**config.mk**
```make
export PLATFORM = sky130hd
export DESIGN_NAME = ostmr_top
export DESIGN_NICKNAME = d
export VERILOG_FILES = /design/src/ostmr_pkg.sv /design/src/ostmr_tick.sv /design/src/ostmr_ahb_slave.sv /design/src/ostmr_top.sv
export VERILOG_INCLUDE_DIRS = /design/src
export SDC_FILE = /design/constraint.sdc
export NUM_CORES = 1
export LEC_CHECK = 0
export ABC_AREA = 1
export BUFFER_PORTS_ARGS = -buffer_cell sky130_fd_sc_hd__buf_4
export CORE_MARGIN = 2
export CORE_UTILIZATION = 30
export CTS_BUF_LIST = sky130_fd_sc_hd__clkbuf_4
export CTS_CLUSTER_DIAMETER = 40
export DETAILED_ROUTE_END_ITERATION = 10
export PLACE_DENSITY = 0.57
export SYNTH_ARGS = -nofsm -noshare
export SYNTH_HDL_FRONTEND = slang
export SYNTH_SLANG_ARGS = --single-unit
```
**constraint.sdc**
```tcl
create_clock -name hclk -period 6.7 [get_ports hclk]
set_input_delay 0 -clock hclk [delete_from_list [all_inputs] [get_ports hclk]]
set_output_delay 0 -clock hclk [all_outputs]
set_load 0.01 [all_outputs]
```
**src/ostmr_map.svh**
```systemverilog
// register offsets, field positions, reset values and clock rates
// assumes a 32-bit word-aligned bus, byte addresses below
`ifndef OSTMR_MAP_SVH
`define OSTMR_MAP_SVH

// byte offsets of the register words
`define OSTMR_OFS_MATCH0 8'h00
`define OSTMR_OFS_MATCH1 8'h04
`define OSTMR_OFS_MATCH2 8'h08
`define OSTMR_OFS_MATCH3 8'h0c
`define OSTMR_OFS_COUNT 8'h10
`define OSTMR_OFS_WDARM 8'h14
`define OSTMR_OFS_FLAGS 8'h18
`define OSTMR_OFS_IRQEN 8'h1c
`define OSTMR_OFS_IMASK 8'h20

// decoded address width in bits
`define OSTMR_ADDR_W 8

// field positions
`define OSTMR_WDARM_BIT 0
`define OSTMR_WD_CHAN 3
`define OSTMR_NCHAN 4

// reset values
`define OSTMR_WDARM_RST 1'h0
`define OSTMR_FLAGS_RST 4'h0
`define OSTMR_IRQEN_RST 4'h0
`define OSTMR_IMASK_RST 4'h0
`define OSTMR_MATCH_RST 32'h0000_0000

// timing: system clock and timer clock rates in hertz
`define OSTMR_SYS_HZ 32'd20000000
`define OSTMR_TMR_HZ 32'd3686400

`endif

```
**src/ostmr_pkg.sv**
```systemverilog
// shared types of the match timer
// assumes the map header supplies every number except the four-bit channel width, which is fixed here
package ostmr_pkg;

    // bus slave sequencing
    typedef enum logic {
        OSTMR_BUS_IDLE,
        OSTMR_BUS_DATA
    } ostmr_bus_st_t;

    // one bit per match channel
    typedef logic [3:0] ostmr_chan_t;

endpackage

```
**src/ostmr_tick.sv**
```systemverilog
// timer-rate enable generator
// assumes hclk at the system rate; emits one-cycle pulses at the timer rate
`timescale 1ns/10ps
`include "ostmr_map.svh"

module ostmr_tick (
    input wire logic hclk,
    input wire logic hresetn,
    output logic tick
);

    logic [31:0] acc_q;
    logic [31:0] acc_sum;
    logic wrap;

    // fractional accumulator: average rate is exact, jitter is one hclk
    assign acc_sum = acc_q + `OSTMR_TMR_HZ;
    assign wrap = (acc_sum >= `OSTMR_SYS_HZ);

    always_ff @(posedge hclk or negedge hresetn) begin
        if (!hresetn) begin
            acc_q <= 32'h0000_0000;
            tick <= 1'b0;
        end else begin
            acc_q <= wrap ? acc_sum - `OSTMR_SYS_HZ : acc_sum;
            tick <= wrap;
        end
    end

endmodule

```
**src/ostmr_ahb_slave.sv**
```systemverilog
// ahb-lite slave front end with one wait state per transfer
// assumes single word transfers; answers OKAY to everything
`timescale 1ns/10ps
`include "ostmr_map.svh"

module ostmr_ahb_slave (
    input wire logic hclk,
    input wire logic hresetn,
    input wire logic hsel,
    input wire logic [31:0] haddr,
    input wire logic [1:0] htrans,
    input wire logic hwrite,
    input wire logic hready,
    input wire logic [31:0] rdata,
    output logic hreadyout,
    output logic [31:0] hrdata,
    output logic wr_stb,
    output logic [`OSTMR_ADDR_W-1:0] acc_addr
);

    ostmr_pkg::ostmr_bus_st_t st_q;
    logic write_q;
    logic take;

    // nonseq or seq with the bus ready starts an access
    assign take = hsel && htrans[1] && hready;
    assign wr_stb = (st_q == ostmr_pkg::OSTMR_BUS_DATA) && write_q;

    // data phase lasts two cycles so read data leaves a flop
    always_ff @(posedge hclk or negedge hresetn) begin
        if (!hresetn) begin
            st_q <= ostmr_pkg::OSTMR_BUS_IDLE;
            write_q <= 1'b0;
            acc_addr <= '0;
            hreadyout <= 1'b1;
            hrdata <= 32'h0000_0000;
        end else begin
            unique case (st_q)
                ostmr_pkg::OSTMR_BUS_IDLE: begin
                    if (take) begin
                        st_q <= ostmr_pkg::OSTMR_BUS_DATA;
                        write_q <= hwrite;
                        acc_addr <= haddr[`OSTMR_ADDR_W-1:0];
                        hreadyout <= 1'b0;
                    end
                end
                ostmr_pkg::OSTMR_BUS_DATA: begin
                    st_q <= ostmr_pkg::OSTMR_BUS_IDLE;
                    hrdata <= write_q ? 32'h0000_0000 : rdata;
                    hreadyout <= 1'b1;
                end
            endcase
        end
    end

endmodule

```
**src/ostmr_top.sv**
```systemverilog
// match timer with watchdog behind an ahb-lite slave
// assumes one hclk domain at 20 MHz; the timer rate is an enable pulse
//
// Function
// - 32-bit free count advances once per timer clock edge.
// - software may read or load the free count at any time.
// - four 32-bit match values, each writable and readable.
// - after each timer edge compare every match value with the count.
// - each of the four match flags drives an output to interrupts.
// - watchdog arm register bit zero set by writing one.
// - once set, arm ignores writes; cleared by hard, soft reset or sleep.
// - a watchdog reset also clears the arm bit.
// - arm clear gives channel 3 interrupt only; arm set resets the chip.
// - arm bits 31 to 1 reserved; all bits reset to zero.
// - flag set on the edge after the match; cleared by writing one.
// - writing zero to a flag bit leaves it unchanged.
// - flag bits 31 to 4 read zero and ignore writes.
// - flag bits 0 to 3 serve channels 0 to 3; reset value undefined; the code resets them to zero.
// - a match sets a flag only when its enable bit is set.
// - no reset touches the free count.
//
// Implementation choices: the register offsets and the AHB-Lite register port.
`timescale 1ns/10ps
`include "ostmr_map.svh"

module ostmr_top (
    input wire logic hclk,
    input wire logic hresetn,
    input wire logic hsel,
    input wire logic [31:0] haddr,
    input wire logic [1:0] htrans,
    input wire logic hwrite,
    input wire logic [2:0] hsize,
    input wire logic [31:0] hwdata,
    input wire logic hready,
    input wire logic software_reset,
    input wire logic sleep_entry,
    output logic hreadyout,
    output logic [31:0] hrdata,
    output logic hresp,
    output logic [3:0] match_flag,
    output logic irq,
    output logic chip_reset_req
);

    ////////////////////////////////////////////////////////////////////////
    // declarations

    logic tick;
    logic tick_dly_q;
    logic wr_stb;
    logic [`OSTMR_ADDR_W-1:0] acc_addr;
    logic [31:0] rdata;

    logic [31:0] count_q;
    logic [31:0] count_d;
    logic [31:0] match_q [0:3];
    ostmr_pkg::ostmr_chan_t flags_q;
    ostmr_pkg::ostmr_chan_t flags_d;
    ostmr_pkg::ostmr_chan_t irqen_q;
    ostmr_pkg::ostmr_chan_t imask_q;
    logic wdarm_q;
    logic wdarm_d;
    logic wd_fire;

    logic wr_count;
    logic wr_wdarm;
    logic wr_flags;
    logic wr_irqen;
    logic wr_imask;
    ostmr_pkg::ostmr_chan_t wr_match;
    ostmr_pkg::ostmr_chan_t hit;
    ostmr_pkg::ostmr_chan_t set_flag;
    ostmr_pkg::ostmr_chan_t clr_flag;

    logic sel_count;
    logic sel_wdarm;
    logic sel_flags;
    logic sel_irqen;
    logic sel_imask;
    ostmr_pkg::ostmr_chan_t sel_match;

    // byte offset of channel n in the match bank
    function automatic logic [`OSTMR_ADDR_W-1:0] match_ofs(input int n);
        match_ofs = `OSTMR_OFS_MATCH0 + `OSTMR_ADDR_W'(4 * n);
    endfunction

    // widen a four-bit channel field into a zero-filled word
    function automatic logic [31:0] chan_word(input ostmr_pkg::ostmr_chan_t v);
        chan_word = {28'h000_0000, v};
    endfunction

    ////////////////////////////////////////////////////////////////////////
    // bus front end and timer-rate enable

    ostmr_ahb_slave u_slave (
        .hclk(hclk),
        .hresetn(hresetn),
        .hsel(hsel),
        .haddr(haddr),
        .htrans(htrans),
        .hwrite(hwrite),
        .hready(hready),
        .rdata(rdata),
        .hreadyout(hreadyout),
        .hrdata(hrdata),
        .wr_stb(wr_stb),
        .acc_addr(acc_addr)
    );

    ostmr_tick u_tick (
        .hclk(hclk),
        .hresetn(hresetn),
        .tick(tick)
    );

    // only word accesses occur; size is not checked
    logic unused_size;
    assign unused_size = ^hsize;

    ////////////////////////////////////////////////////////////////////////
    // address decode

    assign sel_count = (acc_addr == `OSTMR_OFS_COUNT);
    assign sel_wdarm = (acc_addr == `OSTMR_OFS_WDARM);
    assign sel_flags = (acc_addr == `OSTMR_OFS_FLAGS);
    assign sel_irqen = (acc_addr == `OSTMR_OFS_IRQEN);
    assign sel_imask = (acc_addr == `OSTMR_OFS_IMASK);

    genvar gi;
    generate
        for (gi = 0; gi < `OSTMR_NCHAN; gi = gi + 1) begin : g_sel
            assign sel_match[gi] = (acc_addr == match_ofs(gi));
            assign wr_match[gi] = wr_stb && sel_match[gi];
        end
    endgenerate

    // write strobes land in the data phase, when hwdata stands
    assign wr_count = wr_stb && sel_count;
    assign wr_wdarm = wr_stb && sel_wdarm;
    assign wr_flags = wr_stb && sel_flags;
    assign wr_irqen = wr_stb && sel_irqen;
    assign wr_imask = wr_stb && sel_imask;

    ////////////////////////////////////////////////////////////////////////
    // free count

    // a load wins over the timer edge in the same cycle
    assign count_d = wr_count ? hwdata :
                     tick ? count_q + 32'h0000_0001 :
                     count_q;

    // deliberately no reset: the count is unknown until loaded
    always_ff @(posedge hclk) begin
        count_q <= count_d;
    end

    ////////////////////////////////////////////////////////////////////////
    // match values

    // contents are undefined to software; zeroed only to keep x out
    generate
        for (gi = 0; gi < `OSTMR_NCHAN; gi = gi + 1) begin : g_match
            always_ff @(posedge hclk or negedge hresetn) begin
                if (!hresetn) begin
                    match_q[gi] <= `OSTMR_MATCH_RST;
                end else if (wr_match[gi]) begin
                    match_q[gi] <= hwdata;
                end
            end
        end
    endgenerate

    ////////////////////////////////////////////////////////////////////////
    // compare

    // delayed tick: compare the count as it stands after the edge
    always_ff @(posedge hclk or negedge hresetn) begin
        if (!hresetn) begin
            tick_dly_q <= 1'b0;
        end else begin
            tick_dly_q <= tick;
        end
    end

    generate
        for (gi = 0; gi < `OSTMR_NCHAN; gi = gi + 1) begin : g_hit
            assign hit[gi] = tick_dly_q && (count_q == match_q[gi]);
        end
    endgenerate

    ////////////////////////////////////////////////////////////////////////
    // match flags

    // gating by enable; the enable never clears a flag already set
    assign set_flag = hit & irqen_q;
    assign clr_flag = wr_flags ? hwdata[3:0] : 4'h0;
    // set wins over a clear in the same cycle, so no match is lost
    assign flags_d = (flags_q & ~clr_flag) | set_flag;

    always_ff @(posedge hclk or negedge hresetn) begin
        if (!hresetn) begin
            flags_q <= `OSTMR_FLAGS_RST;
        end else begin
            flags_q <= flags_d;
        end
    end

    ////////////////////////////////////////////////////////////////////////
    // enables and interrupt mask

    always_ff @(posedge hclk or negedge hresetn) begin
        if (!hresetn) begin
            irqen_q <= `OSTMR_IRQEN_RST;
            imask_q <= `OSTMR_IMASK_RST;
        end else begin
            if (wr_irqen) begin
                irqen_q <= hwdata[3:0];
            end
            if (wr_imask) begin
                imask_q <= hwdata[3:0];
            end
        end
    end

    ////////////////////////////////////////////////////////////////////////
    // watchdog arm

    // fires on a channel 3 match only while armed
    assign wd_fire = wdarm_q && hit[`OSTMR_WD_CHAN];

    // write-once: a write can only set; clears come from resets and sleep
    assign wdarm_d = (software_reset || sleep_entry || wd_fire) ? 1'b0 :
                     (wr_wdarm && hwdata[`OSTMR_WDARM_BIT]) ? 1'b1 :
                     wdarm_q;

    always_ff @(posedge hclk or negedge hresetn) begin
        if (!hresetn) begin
            wdarm_q <= `OSTMR_WDARM_RST;
        end else begin
            wdarm_q <= wdarm_d;
        end
    end

    ////////////////////////////////////////////////////////////////////////
    // outputs

    // all from flops; irq changes on the same edge as the flag update
    always_ff @(posedge hclk or negedge hresetn) begin
        if (!hresetn) begin
            match_flag <= 4'h0;
            irq <= 1'b0;
            chip_reset_req <= 1'b0;
            hresp <= 1'b0;
        end else begin
            match_flag <= flags_d;
            irq <= |(flags_d & imask_q);
            chip_reset_req <= wd_fire;
            hresp <= 1'b0;
        end
    end

    ////////////////////////////////////////////////////////////////////////
    // read mux

    // unmapped offsets read zero; reserved bits read zero
    assign rdata = sel_count ? count_q :
                   sel_match[0] ? match_q[0] :
                   sel_match[1] ? match_q[1] :
                   sel_match[2] ? match_q[2] :
                   sel_match[3] ? match_q[3] :
                   sel_wdarm ? {31'h0000_0000, wdarm_q} :
                   sel_flags ? chan_word(flags_q) :
                   sel_irqen ? chan_word(irqen_q) :
                   sel_imask ? chan_word(imask_q) :
                   32'h0000_0000;

endmodule

```
# Word-level counts from Yosys, hierarchy flattened
# Index checks and enable logic that the tools add are counted.
# op_classes
order_cmp	1
add_sub_neg	3
shifts	0
n_eq_ne	13
reduce_logical	25
n_div	0
muxes	20
n_bitwise	6
multipliers	0
# ops
op	n
$mux W32	9
$eq A32 B32 Y1	4
$add A32 B1 Y32 const B	1
$add A32 B22 Y32 const B	1
$eq A8 B5 Y1 const B	4
$ge A32 B25 Y1 const B	1
$sub A32 B25 Y32 const B	1
$mux W4	5
$logic_and A1 B1 Y1	18
$eq A8 B4 Y1 const B	2
$and A4 B4 Y4	3
$eq A8 B3 Y1 const B	1
$eq A8 B6 Y1 const B	1
$logic_not A8 Y1	1
$mux W1	4
$not A4 Y4	1
$or A4 B4 Y4	1
$pmux W1 S2	2
$reduce_bool A2 Y1	2
$reduce_or A4 Y1	1
$logic_or A1 B1 Y1	2
$ne A2 B1 Y1 const B	1
$reduce_and A2 Y1	1
$not A1 Y1	1
# totals
wordCells	87
mem_count	0
in_bits	76
romBits	0
reg_bits	252
latch_bits	0
mem_bits_rw	0

# Depth between registers and ports, before layout
# depth
word_depth	11
mapped_depth	17
ltp_nobuf	16

# Modules after synthesis
# From an unflattened synthesis, not the netlist that was laid out.
# hier_totals
cells_unflattened	2002
hier_area_um2	14597.8
# modules_own_cells
module	area_each_um2	cells_per_inst	seq_area_each_um2	instances
ostmr_top	10676.5	1490	4564.4	1
ostmr_tick	2169.6	325	625.6	1
ostmr_ahb_slave	1751.7	187	1077.3	1

# Worst setup path after synthesis
# OpenSTA, ideal clock, no wires.
# synth_path
path_type	reg2reg
from	reg u_slave.acc_addr[7]
to	reg count_q[0] (enable)
stages_incl_launch_ff	8
required_ns	6.311
path_buffers	2
setup_slack_ns	4.114
setup_ns	0.389
synth_period_minus_slack_ns	2.586
arrival_ns	2.196
cell_sequence	dfrtp_1 nor2_1 nand3_1 nor2_1 nand2_1 clkbuf_1 clkbuf_1 nand2_1
# synth_via
elab_chain_len	3
# synth_lines
item	line_no	source
from (decl)	ostmr_ahb_slave.sv:18	output logic [`OSTMR_ADDR_W-1:0] acc_addr
from (signal assigned)	ostmr_ahb_slave.sv:43	acc_addr <= haddr[`OSTMR_ADDR_W-1:0];
$eq A8 B5 Y1 (no line)	--	
$logic_and A1 B1 Y1	ostmr_top.sv:139	assign wr_count = wr_stb && sel_count;
$reduce_bool A2 Y1 (no line)	--	
to (signal assigned)	ostmr_top.sv:155	count_q <= count_d;
to (decl)	ostmr_top.sv:55	logic [31:0] count_q;
# No other way between the ends.
# A chain may end at the register's enable or synchronous reset.

# Worst setup path after layout
# layout_path
from	reg u_slave.acc_addr[0]
to	reg match_q[80] in the netlist's numbering
# layout_via
elab_chain_len	2
# layout_lines
item	line_no	source
$eq A8 B3 Y1	ostmr_top.sv:133	assign sel_match[gi] = (acc_addr == match_ofs(gi));
$logic_and A1 B1 Y1	ostmr_top.sv:134	assign wr_match[gi] = wr_stb && sel_match[gi];
to (signal, indexed assignment)	ostmr_top.sv:166	match_q[gi] <= `OSTMR_MATCH_RST;
to (signal, indexed assignment)	ostmr_top.sv:168	match_q[gi] <= hwdata;
to (decl)	ostmr_top.sv:57	logic [31:0] match_q [0:3];
# No other way between the ends.

==> metrics.csv <==
metric,value,unit
Worst-path clk slew,0.07,ns
# resized after CTS,0,
leak pwr,8.46,nW
Hold WS,0.113,ns
Final setup viols,0,
Reg2Reg Depth,9,
critical path class,reg2reg,
hpwl dp,38.0,mm
Net Switching,1.04,mW
filler cell count,4861,
yosys warns,0,
ys async rst share,86.9,%
Yosys reg bits,244,
startpoint types,flip-flop,
Peak VDD IR,0.141,mV
"Arr. time, crit path",4.03,ns
Post-DP Area,15200,um^2
Area Growth Syn to Fin,20.2,%
Total Power,3.56,mW
post-synth net total,1955,
largest net degree at the start of global routing,77,
Slew HR,25.8,%
Fin. Hold Viols,0,
CP endpoint kind,flip-flop,
Routed Antenna Nets,0,
"area leader, netlist",dfrtp_1,
Pwr per Cell Area,212,nW/um^2
P_int,2.53,mW
Port Buf Inserts,86,
Tmin final,3.46,ns
ys flop type,dfrtp_1,
Mapped Area,14000,um^2
Core Area,46300,um^2
CTS tree,done,
WP data required,7.28,ns
first-pass detailed-route iteration total,8,
Post-synth EDFFs,32,
routed wire length,52.9,mm
gr busiest metal,met2,
combinational share of power,13.6,%
setup TNS,0,ns
Starting DRT DRC Count,1340,
Max Clock Skew,0.0663,ns
Synth cell types,47,
CTS Buffer Depth,3,
Hold Crit Start,hwdata[4],
Final Cell Area,16800,um^2
Final Non-Filler Cells,2698,
max_cap viols,0,
routability cong.,0.983,
Syn Inst Count,1875,
routing usage on met3,3.66,%
met2 Track Usage GR,35.9,%
routed vias,13800,
Final Net Count,2117,
Sink Count,244,
worst-skew pair later-pin latency,0.79,ns
initial antenna violation count,2,
period utilization,51.6,%
vias in the first global route,13300,
Max H-tree Level,3,
drt via density,5.11,
post-place setup slack,3.34,ns
Crit Reg-Reg Startpoint,u_slave.acc_addr[0],
first-pass GRT wire length,80.2,mm
Worst Hold End,match_q[4],
area of the die,48400,um^2
Synth top area share,37.8,%
met1 global-route usage,28.8,%
cell row count,79,
switch share,29.1,%
Max Freq,0.289,GHz
setup ws final,3.24,ns
syn avg cell area,7.46,um^2
Worst Hold Path Cells,4,
register-to-register setup slack,3.24,ns
DIE HEIGHT,220,um
Synth area leaders,"dfrtp_1 38%, nand2_1 15%, o21ai_0 7.9%",
sequential share of power,48.5,%
crit-path max FO,64,
die width,220,um
GRT overflow,0,
"Core Util, Final",36.3,%
sequential share of the synthesized area,44.8,%
layout cells sized above 1,13.0,%
DRC errors left,0,
total track usage,22.1,%
Tightest Pin Transition,1.11,ns
I/O pin cnt,116,
reg2reg end,match_q[80],
status,"finished, final reports clean",
Root Buffer,clkbuf_4,
final slew viol count,0,
clock power share,37.9,%
Hold WC Path Type,in2reg,
Initial Util,30.2,%
placed cells,2497,
TritonCTS buffer count,68,
routed len/inst,19.6,um
RSZ-0062 raised after global routing,false,
cell type report:
| class | instances | area, um^2 | share of cell area (%) |
|---|---|---|---|
| clock buffers | 104 | 781 | 4.65 |
| multi-input cells | 1334 | 6570 | 39.1 |
| inverters | 212 | 796 | 4.74 |
| repair buffers | 177 | 1550 | 9.20 |
| diodes | 2 | 5.00 | 0.0298 |
| clock inverters | 18 | 75.1 | 0.447 |
| well taps | 607 | 759 | 4.52 |
| flip-flops and latches | 244 | 6270 | 37.3 |
critical path, stage by stage (launching register included):
cell	delay, ns
dfrtp_1	0.39
inv_1	0.07
nand2_1	0.09
nor3_1	0.28
nand2_1	0.67
inv_1	1.09
nand2_2	0.06
buf_4	0.38
nand2_1	0.13
o21ai_0	0.09
power by group through the flow:
| stage | Clock (mW) | Sequential [mW] | Combinational (mW) |
|---|---|---|---|
| after global placement | 0 | 1.75 | 0.430 |
| after floorplan | 0 | 1.72 | 0.228 |
| after global routing | 1.48 | 1.74 | 0.545 |
| after CTS | 1.40 | 1.72 | 0.485 |
| final | 1.35 | 1.73 | 0.485 |
| after detailed placement | 0 | 1.75 | 0.438 |
routing by layer:
metal  vias to the layer above  share of wire, %  wire length [um]
li1                       6554                 -                 -
met1                      6563                43             22900
met2                       566                46             24400
met3                       100               7.0              3700
met4                         0               3.6              1900
met5                         -                 0                 0
registers in the layout, indices dropped and copies added, names as in the netlist:
| signal | cells |
|---|---|
| match_flag | 4 |
| u_slave.hrdata | 32 |
| count_q | 32 |
| irq | 1 |
| u_slave.hreadyout | 1 |
| imask_q | 4 |
| match_q | 128 |
| u_slave.st_q | 1 |
| irqen_q | 4 |
| u_tick.tick | 1 |
| u_tick.acc_q | 24 |
| u_slave.acc_addr | 8 |
| tick_dly_q | 1 |
| wdarm_q | 1 |
| chip_reset_req | 1 |
| u_slave.write_q | 1 |
cells by family (layout without fill, tap and decap cells):
group / count (synthesis) / after routing / synth area share, %
adders and majority gates: 4 / 4 / 0.358
and+or+nand+nor: 876 / 876 / 26.5
buffers and inverters: 297 / 511 / 8.36
DFF: 244 / 244 / 44.8
xor gates and xnor gates: 63 / 63 / 3.95
AOI/OAI and AO/OA: 390 / 390 / 16.0
other: 1 / 3 / 0.0268
synthesized netlist by cell type (32+ instances only):
master / n
o21ai_0: 221
inv_1: 198
xor2_1: 49
nor2_1: 99
dfrtp_1: 211
o22ai_1: 33
nand3_1: 73
nand4_1: 38
nand2_1: 576
edfxtp_1: 32
a21oi_1: 51
clkbuf_1: 66
nor3_1: 37
worst max-delay path by stage:
stage,startpoint,to,slack (ns),cells past startpoint
after floorplan,u_slave.acc_addr[7],count_q[0],4.11,7
after global placement,u_slave.acc_addr[0],match_q[76],3.43,9
after detailed placement,u_slave.acc_addr[0],match_q[93],3.34,9
after CTS,u_slave.acc_addr[0],match_q[80],3.28,9
after global routing,u_slave.acc_addr[7],match_q[84],2.96,9
final,u_slave.acc_addr[0],match_q[80],3.24,9
repair_timing:
action,4_1_cts,5_1_grt
hold buffers,77,0
hold endpoints to repair,318,0
buffers inserted,0,0
placed cells by master, fill, tap and decap left out, types with 30 or more instances in the layout:
cell             n
nand3_1         73
nor3_1          37
inv_1          198
nand4_1         38
o21ai_0        221
nor2_1          96
o211ai_1        30
clkbuf_4       104
dlygate4sd3_1   76
xor2_1          49
buf_4           99
a21oi_1         51
nand2_1        571
dfrtp_1        211
o22ai_1         33
edfxtp_1        32
Power figures use the tool's default switching activity.
